$ cat config.mk
export PLATFORM = sky130hd
export DESIGN_NAME = self_test_seq
export DESIGN_NICKNAME = d
export VERILOG_FILES = /design/src/pkg/self_test_pkg.sv /design/src/hw/self_test_seq.sv
export SDC_FILE = /design/constraint.sdc
export NUM_CORES = 2
export LEC_CHECK = 0
export ABC_AREA = 0
export ABC_CLOCK_PERIOD_IN_PS = 4940
export BUFFER_PORTS_ARGS = -buffer_cell sky130_fd_sc_hd__buf_4
export CORE_MARGIN = 1.5
export CORE_UTILIZATION = 30
export CTS_CLUSTER_SIZE = 25
export DETAILED_ROUTE_END_ITERATION = 10
export GPL_ROUTABILITY_DRIVEN = 0
export SLEW_MARGIN = 0
export SYNTH_ARGS = -nofsm -noshare
export SYNTH_HDL_FRONTEND = slang
export SYNTH_SLANG_ARGS = --single-unit
$ cat constraint.sdc
create_clock -name pclk -period 4.94 [get_ports pclk]
set_input_delay 0.494 -clock pclk [delete_from_list [all_inputs] [get_ports pclk]]
set_output_delay 0.494 -clock pclk [all_outputs]
set_load 0.005 [all_outputs]
$ cat src/pkg/self_test_pkg.sv
/*
 Constants for the drive self-test sequencer: register map, field
 positions, function codes, result codes, sense codes and timing.
 Assumes a 100 MHz APB clock.
*/
package self_test_pkg;
   // Register byte offsets
   localparam logic [7:0] OFF_CMD      = 8'h00;
   localparam logic [7:0] OFF_STATUS   = 8'h04;
   localparam logic [7:0] OFF_LOG_SEL  = 8'h08;
   localparam logic [7:0] OFF_LOG_HDR  = 8'h0C;
   localparam logic [7:0] OFF_LOG_LBA  = 8'h10;
   localparam logic [7:0] OFF_EXT_DUR  = 8'h14;
   localparam logic [7:0] OFF_LOG_CNT  = 8'h18;

   // Function code sits in bits 7:5 of command byte 1
   localparam int FC_MSB = 7;
   localparam int FC_LSB = 5;
   localparam logic [2:0] FC_SHORT    = 3'h1;
   localparam logic [2:0] FC_EXTENDED = 3'h2;
   localparam logic [2:0] FC_ABORT    = 3'h4;

   // Result values
   localparam logic [3:0] RES_PASS      = 4'h0;
   localparam logic [3:0] RES_ABORT_APP = 4'h1;
   localparam logic [3:0] RES_ABORT_RST = 4'h2;
   localparam logic [3:0] RES_FAIL_ELEC = 4'h5;
   localparam logic [3:0] RES_FAIL_SRV  = 4'h6;
   localparam logic [3:0] RES_FAIL_SCAN = 4'h7;
   localparam logic [3:0] RES_RUNNING   = 4'hF;

   // Not-ready sense data
   localparam logic [3:0] SK_NOT_READY   = 4'h2;
   localparam logic [7:0] ASC_NOT_READY  = 8'h04;
   localparam logic [7:0] ASCQ_CAUSE_NR  = 8'h00;
   localparam logic [7:0] ASCQ_MANUAL_NR = 8'h03;

   // Log depth
   localparam int LOG_DEPTH = 20;
   localparam logic [4:0] LOG_DEPTH_W = 5'd20;

   // Status field positions
   localparam int ST_BUSY     = 0;
   localparam int ST_NOTRDY   = 1;
   localparam int ST_REFUSED  = 2;
   localparam int ST_SEG_LSB  = 4;
   localparam int ST_SK_LSB   = 8;
   localparam int ST_ASC_LSB  = 16;
   localparam int ST_ASCQ_LSB = 24;

   // Timing
   localparam longint CLK_HZ         = 100_000_000;
   localparam longint SHORT_LIMIT_S  = 120;
   localparam longint SHORT_LIMIT_CY = SHORT_LIMIT_S * CLK_HZ;
   localparam logic [31:0] EXT_DUR_S = 32'h0000_0E10;

   typedef enum logic [4:0] {
      ST_IDLE  = 5'b00001,
      ST_ELEC  = 5'b00010,
      ST_SERVO = 5'b00100,
      ST_SCAN  = 5'b01000,
      ST_DONE  = 5'b10000
   } seq_state_e;

   typedef struct packed {
      logic [2:0]  func;
      logic [3:0]  result;
      logic [3:0]  sk;
      logic [7:0]  asc;
      logic [7:0]  ascq;
      logic [7:0]  fru;
      logic        lba_valid;
      logic [31:0] lba;
   } log_entry_s;
endpackage : self_test_pkg

$ cat src/hw/self_test_seq.sv
/*
 Drive self-test sequencer with APB register access and a 20-entry
 results log. Assumes the drive firmware runs each segment when told,
 pulses seg_done or seg_fail, and retries internally before failing.
*/
// The address map and the APB register port were chosen for this implementation.
// Overview of operation
// - Function code in byte 1 bits 7:5; 001b short, 010b extended.
// - Not ready on motor spin, speed lock, servo lock or config read failure.
// - Not ready status reports sense 02/04/00 or 02/04/03.
// - Failure only for seek, track, read or write error after retries.
// - All retries and recovery kept; parameters never tightened.
// - Recovered errors never reported as diagnostic failures.
// - Each test runs electrical, servo, then read/verify scan segments.
// - Short test ends at 120 s only once in the scan segment (limit checked there alone) and scans only media portions.
// - Extended test scans every block and exercises read/write/read.
// - Extended test duration published for the host to read.
// - Start inserts new entry at log head, older entries shift back.
// - Log keeps 20 entries; the oldest is dropped.
// - New entry gets function code and result Fh, then log is saved.
// - On completion or abort the result is rewritten and saved.
// - Result is 4 bits: zero pass, nonzero failure reason.
// - Failure records sense key, ASC, ASCQ, FRU and LBA if any.
// - Abort function code stops the test, result 01.
// - Bus or device reset stops the test, result 02.
`timescale 1ns/1ps
module self_test_seq #(
   parameter longint SHORT_LIMIT = self_test_pkg::SHORT_LIMIT_CY
) (
   input  wire logic        pclk,
   input  wire logic        presetn,
   input  wire logic        psel,
   input  wire logic        penable,
   input  wire logic        pwrite,
   input  wire logic [31:0] paddr,
   input  wire logic [31:0] pwdata,
   output logic             pready,
   output logic [31:0]      prdata,
   output logic             pslverr,
   input  wire logic        motor_no_spin,
   input  wire logic        motor_no_lock,
   input  wire logic        servo_no_lock,
   input  wire logic        config_read_fail,
   input  wire logic        bus_reset,
   input  wire logic        device_reset_msg,
   input  wire logic        seg_done,
   input  wire logic        seg_fail,
   input  wire logic [3:0]  fail_sk,
   input  wire logic [7:0]  fail_asc,
   input  wire logic [7:0]  fail_ascq,
   input  wire logic [7:0]  fail_fru,
   input  wire logic        fail_lba_valid,
   input  wire logic [31:0] fail_lba,
   output logic             seg_start,
   output logic [2:0]       seg_select,
   output logic             full_scan,
   output logic             rwr_enable,
   output logic             retries_full,
   output logic             nv_save
);
   import self_test_pkg::*;

   typedef struct packed {
      seq_state_e              state;
      log_entry_s [LOG_DEPTH-1:0] log_q;
      logic [4:0]              count;
      logic [4:0]              sel;
      logic [2:0]              func;
      logic [33:0]             timer;
      logic                    refused;
      logic                    pready;
      logic [31:0]             prdata;
      logic                    pslverr;
      logic                    seg_start;
      logic [2:0]              seg_select;
      logic                    full_scan;
      logic                    rwr_enable;
      logic                    nv_save;
      logic                    retries_full;
   } seq_s;

   seq_s q;
   seq_s next_q;

   localparam logic [33:0] LIMIT = SHORT_LIMIT[33:0];

   function automatic logic known_offset(input logic [31:0] a);
      known_offset = (a[31:8] == 24'h0) && (a[1:0] == 2'b00) &&
                     (a[7:0] <= OFF_LOG_CNT);
   endfunction : known_offset

   function automatic logic [3:0] seg_fail_code(input seq_state_e s);
      case (s)
         ST_ELEC:  seg_fail_code = RES_FAIL_ELEC;
         ST_SERVO: seg_fail_code = RES_FAIL_SRV;
         default:  seg_fail_code = RES_FAIL_SCAN;
      endcase
   endfunction : seg_fail_code

   logic       not_ready;
   logic [7:0] nr_ascq;
   logic       running;
   logic       apb_setup;
   logic       apb_access;
   logic       cmd_write;
   logic [2:0] wr_func;
   logic       start_req;
   logic       any_reset;
   log_entry_s sel_entry;

   assign not_ready = motor_no_spin | motor_no_lock | servo_no_lock | config_read_fail;
   // Config table loss needs intervention, others report cause not reportable
   assign nr_ascq   = config_read_fail ? ASCQ_MANUAL_NR : ASCQ_CAUSE_NR;
   assign running   = (q.state != ST_IDLE);
   assign apb_setup  = psel & ~penable;
   assign apb_access = psel & penable & q.pready;
   assign cmd_write  = apb_access & pwrite & (paddr[7:0] == OFF_CMD) & known_offset(paddr);
   // Function code field of byte 1
   assign wr_func    = pwdata[FC_MSB:FC_LSB];
   // Start while not ready or busy is refused, not queued
   assign start_req  = cmd_write & ~running & ~not_ready &
                       ((wr_func == FC_SHORT) | (wr_func == FC_EXTENDED));
   assign any_reset  = bus_reset | device_reset_msg;
   assign sel_entry  = q.log_q[q.sel];

   always_comb begin
      next_q = q;
      next_q.seg_start = 1'b0;
      next_q.nv_save   = 1'b0;
      // Retry and recovery are never reduced by this block
      next_q.retries_full = 1'b1;

      // Registered APB answer: ready in the cycle after setup
      next_q.pready  = apb_setup;
      next_q.pslverr = 1'b0;
      if (apb_setup) begin
         next_q.pslverr = ~known_offset(paddr);
         next_q.prdata  = 32'h0000_0000;
         if (!pwrite && known_offset(paddr)) begin
            case (paddr[7:0])
               OFF_CMD:     next_q.prdata = {24'h0, q.func, 5'h00};
               OFF_STATUS: begin
                  next_q.prdata[ST_BUSY]    = running;
                  next_q.prdata[ST_NOTRDY]  = not_ready;
                  next_q.prdata[ST_REFUSED] = q.refused;
                  next_q.prdata[ST_SEG_LSB +: 3] = q.seg_select;
                  if (not_ready) begin
                     next_q.prdata[ST_SK_LSB +: 4]   = SK_NOT_READY;
                     next_q.prdata[ST_ASC_LSB +: 8]  = ASC_NOT_READY;
                     next_q.prdata[ST_ASCQ_LSB +: 8] = nr_ascq;
                  end
               end
               OFF_LOG_SEL: next_q.prdata = {27'h0, q.sel};
               // Only the low FRU nibble fits beside the other fields
               OFF_LOG_HDR: next_q.prdata = {sel_entry.fru[3:0], sel_entry.ascq,
                                             sel_entry.asc, sel_entry.sk,
                                             sel_entry.lba_valid, sel_entry.func,
                                             sel_entry.result};
               OFF_LOG_LBA: next_q.prdata = sel_entry.lba;
               OFF_EXT_DUR: next_q.prdata = EXT_DUR_S;
               OFF_LOG_CNT: next_q.prdata = {27'h0, q.count};
               default:     next_q.prdata = 32'h0000_0000;
            endcase
         end
      end

      if (apb_access && pwrite && (paddr[7:0] == OFF_LOG_SEL) && known_offset(paddr)) begin
         next_q.sel = (pwdata[4:0] < LOG_DEPTH_W) ? pwdata[4:0] : q.sel;
      end

      if (cmd_write && (wr_func == FC_SHORT || wr_func == FC_EXTENDED)) begin
         next_q.refused = ~start_req;
      end

      if (running) begin
         next_q.timer = q.timer + 34'd1;
      end

      case (q.state)
         ST_IDLE: begin
            if (start_req) begin
               // Shift log back, new entry at head
               for (int i = LOG_DEPTH-1; i > 0; i--) begin
                  next_q.log_q[i] = q.log_q[i-1];
               end
               // Head entry: function code and Fh
               next_q.log_q[0]        = '0;
               next_q.log_q[0].func   = wr_func;
               next_q.log_q[0].result = RES_RUNNING;
               next_q.nv_save         = 1'b1;
               // Saturate at depth, oldest fell off the end
               if (q.count < LOG_DEPTH_W) begin
                  next_q.count = q.count + 5'd1;
               end
               next_q.func  = wr_func;
               next_q.timer = '0;
               // Full scan and read/write/read only when extended
               next_q.full_scan  = (wr_func == FC_EXTENDED);
               next_q.rwr_enable = (wr_func == FC_EXTENDED);
               next_q.state      = ST_ELEC;
               next_q.seg_select = 3'b001;
               next_q.seg_start  = 1'b1;
            end
         end
         ST_ELEC, ST_SERVO, ST_SCAN: begin
            if (any_reset) begin
               next_q.log_q[0].result = RES_ABORT_RST;
               next_q.state           = ST_DONE;
            end else if (cmd_write && wr_func == FC_ABORT) begin
               next_q.log_q[0].result = RES_ABORT_APP;
               next_q.state           = ST_DONE;
            end else if (seg_fail) begin
               // Only unrecovered errors after retries arrive here
               next_q.log_q[0].result    = seg_fail_code(q.state);
               next_q.log_q[0].sk        = fail_sk;
               next_q.log_q[0].asc       = fail_asc;
               next_q.log_q[0].ascq      = fail_ascq;
               next_q.log_q[0].fru       = fail_fru;
               next_q.log_q[0].lba_valid = fail_lba_valid;
               next_q.log_q[0].lba       = fail_lba;
               next_q.state              = ST_DONE;
            end else if (q.state == ST_SCAN && q.func == FC_SHORT &&
                         q.timer >= LIMIT - 34'd1) begin
               // Time budget spent, partial scan counts as pass
               next_q.log_q[0].result = RES_PASS;
               next_q.state           = ST_DONE;
            end else if (seg_done) begin
               case (q.state)
                  ST_ELEC: begin
                     next_q.state      = ST_SERVO;
                     next_q.seg_select = 3'b010;
                     next_q.seg_start  = 1'b1;
                  end
                  ST_SERVO: begin
                     next_q.state      = ST_SCAN;
                     next_q.seg_select = 3'b100;
                     next_q.seg_start  = 1'b1;
                  end
                  default: begin
                     next_q.log_q[0].result = RES_PASS;
                     next_q.state           = ST_DONE;
                  end
               endcase
            end
            // Otherwise the head result stays Fh
         end
         ST_DONE: begin
            next_q.nv_save    = 1'b1;
            next_q.seg_select = 3'b000;
            next_q.full_scan  = 1'b0;
            next_q.rwr_enable = 1'b0;
            next_q.state      = ST_IDLE;
         end
         default: next_q.state = ST_IDLE;
      endcase
   end

   always_ff @(posedge pclk or negedge presetn) begin
      if (!presetn) begin
         q       <= '0;
         q.state <= ST_IDLE;
      end else begin
         q <= next_q;
      end
   end

   assign pready     = q.pready;
   assign prdata     = q.prdata;
   assign pslverr    = q.pslverr;
   assign seg_start  = q.seg_start;
   assign seg_select = q.seg_select;
   assign full_scan  = q.full_scan;
   assign rwr_enable = q.rwr_enable;
   assign nv_save    = q.nv_save;
   assign retries_full = q.retries_full;
endmodule : self_test_seq

[Word-level counts from Yosys, hierarchy flattened]
Index checks and enable logic that the tools add are counted.
Storage, ports and cells
  output and inout bits: 42
  word-level logic and storage cells: 301
  register bits: 1452
  input bits: 138
Cells by class
  mux-type cells: 47
  eq/ne operators: 26
  reduce and logical (&&, ||, !) cells: 28
  add/sub/neg operators: 2
  magnitude comparators: 5
  bitwise operators: 19
Operators by type and width (number)
  $mux 1370: 1
  $bmux 68 s5: 1
  $mux 61: 3
  $pmux 65 s2: 1
  $mux 34: 3
  $mux 68: 1
  $pmux 16 s3: 1
  $mux 4: 11
  $add 34x1->34 const B: 1
  $ge 34x34->1 const B: 1
  $mux 32: 1
  $mux 5: 6
  $eq 8x5->1 const B: 3
  $logic_not 24->1: 1
  $pmux 3 s7: 1
  $pmux 5 s2: 2
  $eq 8x4->1 const B: 2
  $pmux 4 s2: 2
  $pmux 4 s4: 1
  $pmux 3 s5: 1
  $ne 2x2->1 const B: 7
  $ne 6x6->1 const B: 2
  $logic_and 1x1->1: 10
  $lt 5x5->1 const B: 2
  40 further kinds: 62

[Longest topological paths before layout]
  depth in word-level cells: 10
  depth in mapped cells: 13
  mapped depth without buffers: 7

[Least setup slack after synthesis]
Ideal clock, no wire load.
  kind: input -> register
  start point: input port paddr[2]
  end point: register q[1000] in the netlist's numbering
  arrival: 2406 ps
  cell stages on the path: 11
  required time: 4824 ps
  library setup time: 116 ps
  setup slack: 2417 ps
  path buffers: 5
  cell sequence: buf_2 -> nor4_4 -> and2_1 -> nand2_1 -> or4_1 -> buf_2 -> buf_6 -> buf_6 -> buf_6 -> nand2_1 -> nand2_1
On the way
  cells in the longest elaborated chain, start to end: 7
  elaborated cells between the ends (all ways): 9
  classes of those cells: order compare (1); bitwise (5); reduce/logical (3)
RTL lines
  start: declaration: line self_test_seq.sv:35  | input wire logic [31:0] paddr,
  $le 8x5->1 or $logic_not 8->1 (tied branches): line self_test_seq.sv:89, self_test_seq.sv:117
  $logic_and 1x1->1 or $and 1x1->1 (tied branches): line self_test_seq.sv:88, self_test_seq.sv:117
  $and 1x1->1 (*): line self_test_seq.sv:117  | assign cmd_write = apb_access & pwrite & (paddr[7:0] == OFF_CMD) & known_offset(paddr);
  $and 1x1->1 (*) (3 in series): line self_test_seq.sv:121  | assign start_req = cmd_write & ~running & ~not_ready &
  $reduce_and 2->1 (no line) (*)
  end signal: assignment: line self_test_seq.sv:263  | q <= next_q;
  end: declaration: line self_test_seq.sv:82  | seq_s q;
Every way passes the cells marked *; elsewhere a longest branch is shown, timed or not.
A chain may end at the register's enable or synchronous reset.

[Worst setup path in the final report]
  start point: register q[80] in the netlist's numbering
  end point: register q, in the netlist prdata[24]
On the way
  cells in the longest elaborated chain, start to end: 4
RTL lines
  $bmux 68 s5: line self_test_seq.sv:124  | assign sel_entry = q.log_q[q.sel];
  $mux 68 (not written as such): line self_test_seq.sv:124
  $pmux 16 s3: line self_test_seq.sv:140  | case (paddr[7:0])
  $mux 32: line self_test_seq.sv:139  | if (!pwrite && known_offset(paddr)) begin
No other way between the ends. The select of a mux whose other input is x is not followed.

==> results by group <==
Logic synthesis
  – Simple-Gate Fraction of Synth Area: 0.2349
  – Mux share of post-synthesis cell area: 0.1436
  – Most common flop cell mapped by yosys: dfrtp_1
  – Sequential cell area fraction in the yosys report: 0.5384
  – Adder-Cell Fraction of Synth Area: 0.0003927
  – Largest family of logic cells by synthesized area: simple AND/OR/NAND/NOR gates
  – Number of synthesized register bits: 1,371
  – Warnings from Yosys: 0
  – Async set-or-reset flop fraction in the synthesized netlist: 1.000
  – Cell variety after synth: 78
  – Mapped Area: 63,720 um2
  – Syn_nets: 6,760
  – Synth Area in Compound Gates: 0.03035
  – Synthesized area per cell: between 9 and 10 um2
  – Mapped Cells: 6,620
  – XOR/XNOR Fraction of Synth Area: 0.004536
  – Post-synth EDFFs: 0

Detailed routing
  – Post-route ant nets: 0
  – Average wire per standard cell: 17.18 um
  – Via count: between 40,000 and 50,000
  – # DRC: 0
  – Routed vias/inst: 4.811
  – Drt total wl: 163.6 mm
  – Drt pass-1 iters: 6
  – DR iter-0 viols: 4,403

Floorplanning
  – Core area: 210,400 um2
  – Initial Utilization: 0.3029
  – # rows: 168
  – Die ar.: around 220,000 um2
  – Die Ht: 463.9 um
  – Die width: around 460 um
  – Io pins: 180

Power and ir drop
  – Max VDD drop: 358.5 uV
  – Leak Pwr: 0.03587 uW
  – PD cells: 323.8 nW/um2

Global route
  – Largest net degree at the start of global routing: approximately 220
  – Met1 global-route usage: 0.2093
  – Total track usage: 0.1513
  – Overflow after GRT: 0
  – Most used routing layer: met2
  – Met2 usage: 0.2461
  – First-pass GRT wire length: 261.6 mm
  – Met3 usage: 0.02232
  – Antenna violations before repair: 2
  – Vias in the first global route: 44,885

Worst setup path
  – Critical path required time: 5.57 ns
  – Max FO, Critical Path: 37
  – R2R Setup Slk: between 1 and 1.5 ns
  – R2r startpoint: q[80]
  – Critical path origin: q[80]
  – Cell count of the worst reg-to-reg path: 8
  – Arr. time, crit path: 4.43 ns
  – Worst Setup Path Type: reg2reg
  – CP Capture Type: flip-flop
  – Critical Path End: prdata[24]
  – Worst reg2reg path endpoint: prdata[24]
  – Startpoint Class: flip-flop

Clocking
  – TritonCTS Buffers: 150
  – # hold bufs at CTS: 27
  – Skew-Pair Late Insertion Delay: slightly below 0.8 ns
  – Post-cts resize count: 0
  – CTS tree: done
  – Longest Clk Path Bufs: 3
  – Setup bufs post-CTS: 0
  – Clock Tree Root: clkbuf_16
  – H-tree levels: 4
  – TritonCTS Sinks: 1,371
  – Clock-pin slew on the worst setup and hold paths: 0.06 ns

Finish
  – Fill count: 21,004
  – Synth-to-Final Area Change: 13.29%
  – Area of the multi-input gates: 26,430 um2
  – Final net count: approximately 6,700
  – Most frequent cells in the layout: nand2_1 (3,660), dfrtp_1 (1,366), mux4_2 (316)
  – Share of layout cells above drive strength 1: 0.1261
  – Layout Utilization: 0.3431
  – Commonest non-fill, non-tap cell in the layout: nand2_1
  – Storage cell area: 34,320 um2

Timing
  – Fin. max-slew vios: 0
  – Post-route setup slack: 1.143 ns
  – Fmax: between 200 and 300 MHz
  – Unrepaired setup endpoints after global routing: false
  – Final cycle utilization of the critical path: 0.7687
  – Slew at the pin closest to its max-slew limit: 1.104 ns
  – Fin Setup TNS: 0 ns
  – Setup Skew: 0.04130 ns
  – Fin crit period: 3.797 ns
  – Headroom to the max-slew limit: 0.2533
  – Setup-failing EPs final: 0
  – Final Hold Vio Count: 0

Placed design
  – Dpl ws: 1.029 ns
  – Detailed Place HPWL: 103.6 mm
  – Port buffer count: 151

Min path
  – WHS Path Cells: 3
  – Worst hold path class: in2reg

Flow run
  – Max-Cap Viols: 0

Run status
  – Status: finished clean
==> kinds of logic after synthesis <==
family | after synthesis
AND/OR/NAND/NOR | 3874
adder cells (fa/ha/maj) | 2
flip-flops | 1371
multiplexers | 518
other | 1
XOR/XNOR | 33
AO/OA/AOI/OAI | 299
buffers and inverters | 522
==> state kept, by name, summed over array words and instances, names as in the netlist <==
signal	count
prdata	32
pslverr	1
q	1330
seg_start	1
retries_full	1
full_scan	1
seg_select	3
pready	1
nv_save	1
==> report_power, final <==
part | total [uW] | switching (uW) | internal (uW) | leakage [uW]
combinational | 601 | 418 | 182 | 0.0146
sequential | 11300 | 53.8 | 11300 | 0.0187
clock | 11400 | 4740 | 6700 | 0.00251
total | 23400 | 5210 | 18200 | 0.0359
==> layout make-up <==
cell class              count  share of cell area
well taps                2805             0.04861
multi-input cells        4727              0.3661
clock buffers             227             0.06343
diodes                      1          0.00003466
inverters                  69            0.003587
repair buffers            278             0.03567
clock inverters            44            0.007123
flip-flops and latches   1371              0.4754
==> worst max-delay path, cell delays in order, from the launching register on <==
cell and delay, ns:
dfrtp_4 0.96, buf_12 0.41, buf_4 0.24, mux4_2 0.50, mux2i_1 0.38, o22ai_1 0.19
a2111oi_0 0.62, buf_4 0.24, o21ai_0 0.07
==> routing by layer <==
layer,wire [um],share of wire,vias to the layer above
met5,0,0,-
met2,78500,0.48,1039
met4,3706,0.023,0
li1,-,-,21438
met3,7797,0.048,206
met1,73600,0.45,23131
==> through the flow <==
step / cells / cell area [um2] / power, uW / hold WS (ns)
detailed placement: 9223 / 66830 / 12130 / 0.4514
global route: 9522 / 72200 / 24200 / 0.02381
floorplan: 6620 / 63720 / 11700 / 0.1984
finish: 9522 / 72200 / 23370 / 0.05068
global placement: 9221 / 66800 / 12110 / 0.4451
CTS: 9521 / 72190 / 23690 / 0.002318
==> synthesized netlist by cell type (all sizes together) (7+ instances only) <==
| library cell | count | area share |
|---|---|---|
| mux2 | 11 | 0.0019 |
| nor3 | 13 | 0.0013 |
| dfrtp | 1370 | 0.54 |
| nand4 | 15 | 0.0015 |
| mux2i | 191 | 0.030 |
| o21ai | 119 | 0.0093 |
| nand2 | 3660 | 0.22 |
| nand3 | 27 | 0.0021 |
| and4 | 7 | 0.00096 |
| nor2 | 69 | 0.0041 |
| a22oi | 35 | 0.0041 |
| clkbuf | 96 | 0.0057 |
| a21oi | 19 | 0.0015 |
| and2 | 9 | 0.00088 |
| xnor2 | 11 | 0.0015 |
| buf | 357 | 0.038 |
| a31oi | 7 | 0.00069 |
| a211oi | 16 | 0.0019 |
| o22ai | 37 | 0.0036 |
| a221o | 13 | 0.0020 |
| mux4 | 316 | 0.11 |
| and3 | 20 | 0.0020 |
| nor4 | 17 | 0.0020 |
| inv | 69 | 0.0041 |
| xor2 | 22 | 0.0030 |
==> worst min-delay path by stage <==
stage / end / from
6_report: q[94] / fail_lba[4]
5_1_grt: q[112] / fail_lba[22]
4_1_cts: q[136] / fail_ascq[5]
3_5_place_dp: q[1391] / q[1391]
3_3_place_gp: q[1409] / q[1409]
2_1_floorplan: full_scan / presetn
Note: power is estimated with default switching activity, not from simulation.
